### config.mk
export PLATFORM = sky130hd
export DESIGN_NAME = psc_port3
export DESIGN_NICKNAME = d
export VERILOG_FILES = /design/src/psc_pkg.sv /design/src/psc_port3.sv
export SDC_FILE = /design/constraint.sdc
export NUM_CORES = 1
export LEC_CHECK = 0
export BUFFER_PORTS_ARGS = -buffer_cell sky130_fd_sc_hd__buf_2
export CORE_ASPECT_RATIO = 1.75
export CORE_UTILIZATION = 59
export CTS_BUF_LIST = sky130_fd_sc_hd__clkbuf_4 sky130_fd_sc_hd__clkbuf_8
export DETAILED_ROUTE_END_ITERATION = 12
export GPL_TIMING_DRIVEN = 1
export PLACE_DENSITY = 0.88
export RECOVER_POWER = 50
export SLEW_MARGIN = 30
export SYNTH_ARGS = -nofsm -noshare
export SYNTH_HDL_FRONTEND = slang
export SYNTH_SLANG_ARGS = --single-unit
### constraint.sdc
create_clock -name i_mclk -period 3.76 [get_ports i_mclk]
set_input_delay 0.752 -clock i_mclk [delete_from_list [all_inputs] [get_ports i_mclk]]
set_output_delay 0.752 -clock i_mclk [all_outputs]
set_load 0.005 [all_outputs]
### src/psc_pkg.sv
// package for the port-three serial and control block
`default_nettype none
package psc_pkg;
  localparam int unsigned DATA_BITS = 8;
  localparam int unsigned STOP_BITS = 2;
  localparam logic [3:0] CNT_RESET = 4'h0;
  localparam logic [7:0] BYTE_RESET = 8'h00;
  localparam logic [3:0] LAST_DATA_IDX = 4'h7;
  localparam logic [3:0] LAST_STOP_IDX = 4'h1;

  typedef enum logic [1:0] {PSC_IDLE, PSC_START, PSC_DATA, PSC_STOP} psc_state_t;

  // mode selects for the dedicated functions
  typedef struct packed {
    logic serial_en;
    logic parity_en;
    logic timer_en;
    logic p0_hs_en;
    logic p2_hs_en;
    logic dm_en;
  } psc_cfg_t;

  // general-purpose output levels used where no dedicated function is chosen
  typedef struct packed {
    logic line7;
    logic line6;
    logic line5;
    logic line4;
  } psc_gpo_t;

  typedef struct packed {
    psc_state_t st;
    logic [3:0] idx;
    logic [7:0] sh;
  } psc_chan_t;

  typedef struct packed {
    psc_chan_t tx;
    psc_chan_t rx;
    logic txd;
    logic rx_par;
    logic [7:0] rx_byte;
    logic rx_irq;
    logic tx_irq;
    logic tx_busy;
  } psc_state_all_t;
endpackage : psc_pkg
`default_nettype wire

### src/psc_port3.sv
// port-three dedicated functions: serial transmit/receive and control line routing
`default_nettype none
// Behaviour
// four fixed inputs, four fixed outputs
// serial in line 0, out line 7
// bit rate from counter/timer 0 ticks
// one start bit, two stop bits
// always eight data bit periods
// parity mode: bit 7 is odd parity
// one transmit interrupt per character
// sender frames start, eight data, stop
// parity mode: bit 7 carries parity error
// receive interrupt shares line 0 request
// inputs map to interrupt requests 3,2,0,1
// timer input line 1, output line 6
// handshake pairs for ports 0 and 2
// line 4 drives data-memory select low
// no parity: byte unchanged, no error
module psc_port3 (
  input wire logic i_mclk,
  input wire logic i_sys_rst,
  input wire logic [3:0] i_p3_in,
  input wire psc_pkg::psc_cfg_t i_cfg,
  input wire psc_pkg::psc_gpo_t i_gpo,
  input wire logic i_t0_tick,
  input wire logic i_tx_valid,
  input wire logic [7:0] i_tx_data,
  input wire logic i_timer_out,
  input wire logic i_p0_ready,
  input wire logic i_p2_ready,
  input wire logic i_data_mem_cycle,
  output logic o_tx_ready,
  output logic [3:0] o_p3_out,
  output logic o_ext_irq_req0,
  output logic o_ext_irq_req1,
  output logic o_ext_irq_req2,
  output logic o_ext_irq_req3_rx,
  output logic o_tx_done_irq,
  output logic [7:0] o_rx_data,
  output logic o_rx_valid,
  output logic o_counter_timer_one_in,
  output logic o_port0_handshake_dav_n,
  output logic o_port2_handshake_dav_n
);
  psc_pkg::psc_state_all_t s;
  psc_pkg::psc_state_all_t next_s;
  logic p3_in_line0;
  logic p3_in_line1;
  logic p3_in_line2;
  logic p3_in_line3;
  logic [7:0] tx_word;

  // fixed-direction input lines, no direction register exists
  assign p3_in_line0 = i_p3_in[0];
  assign p3_in_line1 = i_p3_in[1];
  assign p3_in_line2 = i_p3_in[2];
  assign p3_in_line3 = i_p3_in[3];

  // odd parity over the low seven bits replaces bit 7
  assign tx_word = i_cfg.parity_en ? {~^i_tx_data[6:0], i_tx_data[6:0]} : i_tx_data;
  assign o_tx_ready = i_cfg.serial_en && !s.tx_busy;

  // next-state logic for both serial channels, stepped on timer 0 ticks except byte accept and serial disable
  always_comb
  begin
    next_s = s;
    next_s.tx_irq = 1'b0;
    next_s.rx_irq = 1'b0;
    if (!i_cfg.serial_en)
    begin
      next_s.tx.st = psc_pkg::PSC_IDLE;
      next_s.rx.st = psc_pkg::PSC_IDLE;
      next_s.tx_busy = 1'b0;
      next_s.txd = 1'b1;
    end
    else
    begin
      // accepting a byte only latches it; the line moves on the next tick
      if (i_tx_valid && !s.tx_busy)
      begin
        next_s.tx_busy = 1'b1;
        next_s.tx.sh = tx_word;
        next_s.tx.st = psc_pkg::PSC_START;
      end
      if (i_t0_tick)
      begin
        case (s.tx.st)
          psc_pkg::PSC_IDLE:
          begin
            next_s.txd = 1'b1;
          end
          psc_pkg::PSC_START:
          begin
            next_s.txd = 1'b0;
            next_s.tx.idx = psc_pkg::CNT_RESET;
            next_s.tx.st = psc_pkg::PSC_DATA;
          end
          psc_pkg::PSC_DATA:
          begin
            // eight data periods whatever the parity mode
            next_s.txd = s.tx.sh[0];
            next_s.tx.sh = {1'b0, s.tx.sh[7:1]};
            next_s.tx.idx = s.tx.idx + 4'h1;
            if (s.tx.idx == psc_pkg::LAST_DATA_IDX)
            begin
              next_s.tx.idx = psc_pkg::CNT_RESET;
              next_s.tx.st = psc_pkg::PSC_STOP;
            end
          end
          default:
          begin
            // two stop periods appended by hardware
            next_s.txd = 1'b1;
            next_s.tx.idx = s.tx.idx + 4'h1;
            if (s.tx.idx == psc_pkg::LAST_STOP_IDX)
            begin
              next_s.tx.st = psc_pkg::PSC_IDLE;
              next_s.tx_busy = 1'b0;
              next_s.tx_irq = 1'b1;
            end
          end
        endcase
        // no mid-bit alignment: the far end must hold each bit across its tick
        // receiver samples line 0 once per tick; sender keeps the framing
        case (s.rx.st)
          psc_pkg::PSC_IDLE:
          begin
            if (!p3_in_line0)
            begin
              next_s.rx.st = psc_pkg::PSC_DATA;
              next_s.rx.idx = psc_pkg::CNT_RESET;
              next_s.rx_par = 1'b0;
            end
          end
          psc_pkg::PSC_DATA:
          begin
            next_s.rx.sh = {p3_in_line0, s.rx.sh[7:1]};
            next_s.rx_par = s.rx_par ^ p3_in_line0;
            next_s.rx.idx = s.rx.idx + 4'h1;
            if (s.rx.idx == psc_pkg::LAST_DATA_IDX)
            begin
              next_s.rx.st = psc_pkg::PSC_STOP;
            end
          end
          default:
          begin
            // one stop bit is enough; the byte is presented here
            next_s.rx.st = psc_pkg::PSC_IDLE;
            next_s.rx_irq = 1'b1;
            if (i_cfg.parity_en)
            begin
              // odd parity over all eight bits: even count is an error
              next_s.rx_byte = {~(s.rx_par), s.rx.sh[6:0]};
            end
            else
            begin
              next_s.rx_byte = s.rx.sh;
            end
          end
        endcase
      end
    end
  end

  // single state register, synchronous reset
  // the line rests high out of reset so the peer never sees a false start
  always_ff @(posedge i_mclk)
  begin
    if (i_sys_rst)
    begin
      s <= '0;
      s.txd <= 1'b1;
      s.tx.sh <= psc_pkg::BYTE_RESET;
    end
    else
    begin
      s <= next_s;
    end
  end

  // output line routing; handshake wins over timer on line 6
  // a line that no function claims shows its general-purpose level
  always_comb
  begin
    o_p3_out = {i_gpo.line7, i_gpo.line6, i_gpo.line5, i_gpo.line4};
    if (i_cfg.dm_en)
    begin
      o_p3_out[0] = !i_data_mem_cycle;
    end
    if (i_cfg.p0_hs_en)
    begin
      o_p3_out[1] = i_p0_ready;
    end
    if (i_cfg.p2_hs_en)
    begin
      o_p3_out[2] = i_p2_ready;
    end
    else if (i_cfg.timer_en)
    begin
      o_p3_out[2] = i_timer_out;
    end
    if (i_cfg.serial_en)
    begin
      o_p3_out[3] = s.txd;
    end
  end

  // interrupt request mapping
  assign o_ext_irq_req0 = !p3_in_line2;
  assign o_ext_irq_req1 = !p3_in_line3;
  assign o_ext_irq_req2 = !p3_in_line1;
  assign o_ext_irq_req3_rx = i_cfg.serial_en ? s.rx_irq : !p3_in_line0;
  // pulses come straight from flops and stand for exactly one clock
  assign o_tx_done_irq = s.tx_irq;
  assign o_rx_data = s.rx_byte;
  assign o_rx_valid = s.rx_irq;
  assign o_counter_timer_one_in = i_cfg.timer_en ? p3_in_line1 : 1'b0;
  assign o_port0_handshake_dav_n = i_cfg.p0_hs_en ? p3_in_line2 : 1'b1;
  assign o_port2_handshake_dav_n = i_cfg.p2_hs_en ? p3_in_line1 : 1'b1;
endmodule : psc_port3
`default_nettype wire

==> flow_metrics.env <==
export IMPL_final_hold_viol_count=0
export IMPL_synth_area_um2=2008
export IMPL_r2r_end="s[33]$_SDFFE_PP0P_"
export IMPL_syn_inst=241
export IMPL_clock_skew_ns=0.006350
export IMPL_whs_path_depth=2
export IMPL_start_kind="input pin"
export IMPL_critical_path_cell_chain="clkbuf_1 > mux2_2 > buf_2"
export IMPL_drc_errors=0
export IMPL_worst_hold_path_endpoint="o_rx_data[0]$_SDFFE_PP0P_"
export IMPL_rr_startpoint="s[40]$_SDFF_PP0_"
export IMPL_synth_area_leaders="dfxtp_1 (41%), nand2_1 (8.6%), a21oi_1 (6.0%)"
export IMPL_vias=1788
export IMPL_max_stage_delay_ns=0.46
export IMPL_tns_ns=0
export IMPL_fin_crit_sh_pct=66.09
export IMPL_syn_area_per_cell_um2=8.333
export IMPL_cts_setup_buffers=0
export IMPL_antenna_found_initial=0
export IMPL_grt_max_degree=36
export IMPL_grt_ovfl_total=0
export IMPL_synthFlopType="dfxtp_1"
export IMPL_setup_viol_count_final=0
export IMPL_yosys_warnings=0
export IMPL_run_status="complete, but fails checks"
export IMPL_diodes=0
export IMPL_syn_to_final_growth_pct=14.64
export IMPL_syn_num_nets=274
export IMPL_cts_sinks=41
export IMPL_fp_dieW_um=46.10
export IMPL_cellLeakagePower_uw=0.0009260
export IMPL_crit_family="buffers and inverters"
export IMPL_initial_core_util_pct=62.57
export IMPL_gp_congestion=0.8343
export IMPL_cts_buffer_depth=2
export IMPL_layout_min_cycle_time_ns=2.485
export IMPL_cap_violations=1
export IMPL_fin_ws_ns=1.275
export IMPL_die_area_um2=3650
export IMPL_slew_headroom_pct=-4.050
export IMPL_pre_cts_ws_ns=1.408
export IMPL_cts_inserted_buffers=5
export IMPL_failed_checks="max-capacitance violations, max-slew violations"
export IMPL_final_antenna_net_count=0
export IMPL_drt_initial_drc_count=19
export IMPL_cts_tree="done"
export IMPL_cp_end_kind="output pin"
export IMPL_fin_total_pwr_uw=892.6
export IMPL_grt_total_usage_pct=24.18
export IMPL_rsz0062_at_grt="false"
export IMPL_ys_seq_elements=41
export IMPL_boundaryPins=52
export IMPL_worstMarginPinSlew_ns=1.561
export IMPL_coreArea_um2=3209
export IMPL_cts_hold_buf=0
export IMPL_power_density_nw_per_um2=387.7
export IMPL_synth_async_reset_ratio_pct=0
export IMPL_num_rows=27
export IMPL_synth_largest_area_cell="dfxtp_1"
export IMPL_cts_max_level=2
export IMPL_ys_top_cells_by_count="nand2_1 (46), dfxtp_1 (41), a21oi_1 (24)"
export IMPL_fmax_ghz=0.4024
export IMPL_synth_edf_count=0
export IMPL_ir_worst_vdd_mv=0.3902
export IMPL_hold_start="o_rx_data[0]$_SDFFE_PP0P_"
export IMPL_fin_util_pct=71.73
export IMPL_synth_most_common_cell="nand2_1"
export IMPL_cts_resized=0
export IMPL_cp_required_ns=3.01
export IMPL_drt_first_pass_iters=4
export IMPL_cts_root_buffer="clkbuf_8"
export IMPL_die_y_um=79.18
export IMPL_clkTransAtPathRegs_ns=0.08
export IMPL_clock_latency_ns=0.30
export IMPL_wire_per_inst_um=12.88
export IMPL_grt_pass1_wl_um=6389
export IMPL_viasPerCell=5.502
export IMPL_nets=314
export IMPL_grt_pass1_vias=1578
export IMPL_drt_total_wl_um=4186
export IMPL_slew_violations=36
export IMPL_crit_buf_inv=2
export IMPL_path_class="input pin to output pin"
export IMPL_hold_class="flop to flop"
export IMPL_synth_cell_types=46
export IMPL_layout_drive_gt1_share_pct=22.34
export IMPL_post_dp_hpwl_um=3065
export IMPL_seq_area_frac_synth_pct=40.87
export IMPL_synth_top_area_share_pct=40.87
export IMPL_cp_max_fo=15
export IMPL_r2r_slack_ns=1.69
export IMPL_rr_worst_depth=4
export IMPL_cp_slowest_cell="clkbuf_1"
export IMPL_port_buffers=51
export IMPL_critPathArrivalTime_ns=1.73
worst max-delay path by stage:
stage / from / to / slack (ns) / cells after the start
finish: i_cfg[5] / o_p3_out[3] / 1.27 / 3
global route: i_cfg[5] / o_p3_out[3] / 1.26 / 3
CTS: i_cfg[5] / o_p3_out[3] / 1.52 / 3
detailed placement: i_t0_tick / s[33]$_SDFFE_PP0P_ / 1.41 / 5
global placement: i_t0_tick / s[34]$_SDFFE_PP0P_ / 1.48 / 5
floorplan: i_cfg[5] / o_p3_out[3] / 1.74 / 2
routing by layer:
metal  vias to the layer above  track usage [%]  share of wire, %
met1                       811            21.97                38
met5                         -                0                 0
met3                        10            4.091               4.5
met4                         0            13.24               3.2
li1                        904                -                 -
met2                        63            45.92                55
tightest hold or removal path: stages, from the launching register on:
cell,delay [ns]
dfxtp_1,0.31
nand2_1,0.05
a21oi_1,0.05
logic make-up (layout without fill, tap and decap cells):
kind of cell	after synthesis	in the layout	synth area share, %
adders and majority gates	3	3	1.869
muxes	12	12	6.106
and+or+nand+nor	98	98	22.56
DFF	41	41	40.87
AOI/OAI and AO/OA	55	55	18.75
buffers and inverters	26	67	7.227
xor gates and xnor gates	6	6	2.617
area by class of cell:
cell class,count,area (µm²)
multi-input combinational,174,1033
sequential,41,820.8
timing repair buffer,51,249.0
inverter,8,30.03
clock inverter,3,46.29
tap,43,53.80
fill,261,907.1
clock buffer,5,68.82
state kept, by name (all words and copies together), names as in the netlist:
register,cells
o_tx_done_irq,1
o_rx_data,8
o_rx_valid,1
s,31
layout by cell type (no fill, tap or decap), types with 2 or more instances in the layout:
master,instances
nand2_1,46
buf_2,46
dfxtp_1,41
a21oi_1,24
nor2_1,23
mux2i_1,10
inv_1,8
nand3_1,6
a211oi_1,6
xnor2_1,6
o21ai_0,5
clkbuf_8,5
clkbuf_1,5
nor2b_1,4
a211oi_2,4
nand3b_1,3
nand2b_1,3
o21a_1,3
ha_1,3
mux2_2,2
nand4b_1,2
nor3_1,2
o211ai_1,2
a22oi_1,2
through the flow:
step	hold slack, ns	cell area [µm²]	cells
detailed placement	0.4465	2202	317
global route	0.4757	2302	325
floorplan	0.4301	2008	241
CTS	0.4584	2317	325
global placement	0.4424	2202	317
finish	0.4587	2302	325
where the power goes:
part | leakage, µW | switching, µW | total [µW] | internal, µW
clock | 0.0000543 | 154 | 352 | 199
combinational | 0.000540 | 48.9 | 91.2 | 42.3
sequential | 0.000332 | 6.71 | 449 | 442
total | 0.000926 | 210 | 893 | 683
Note: power is estimated with default switching activity, not from simulation.
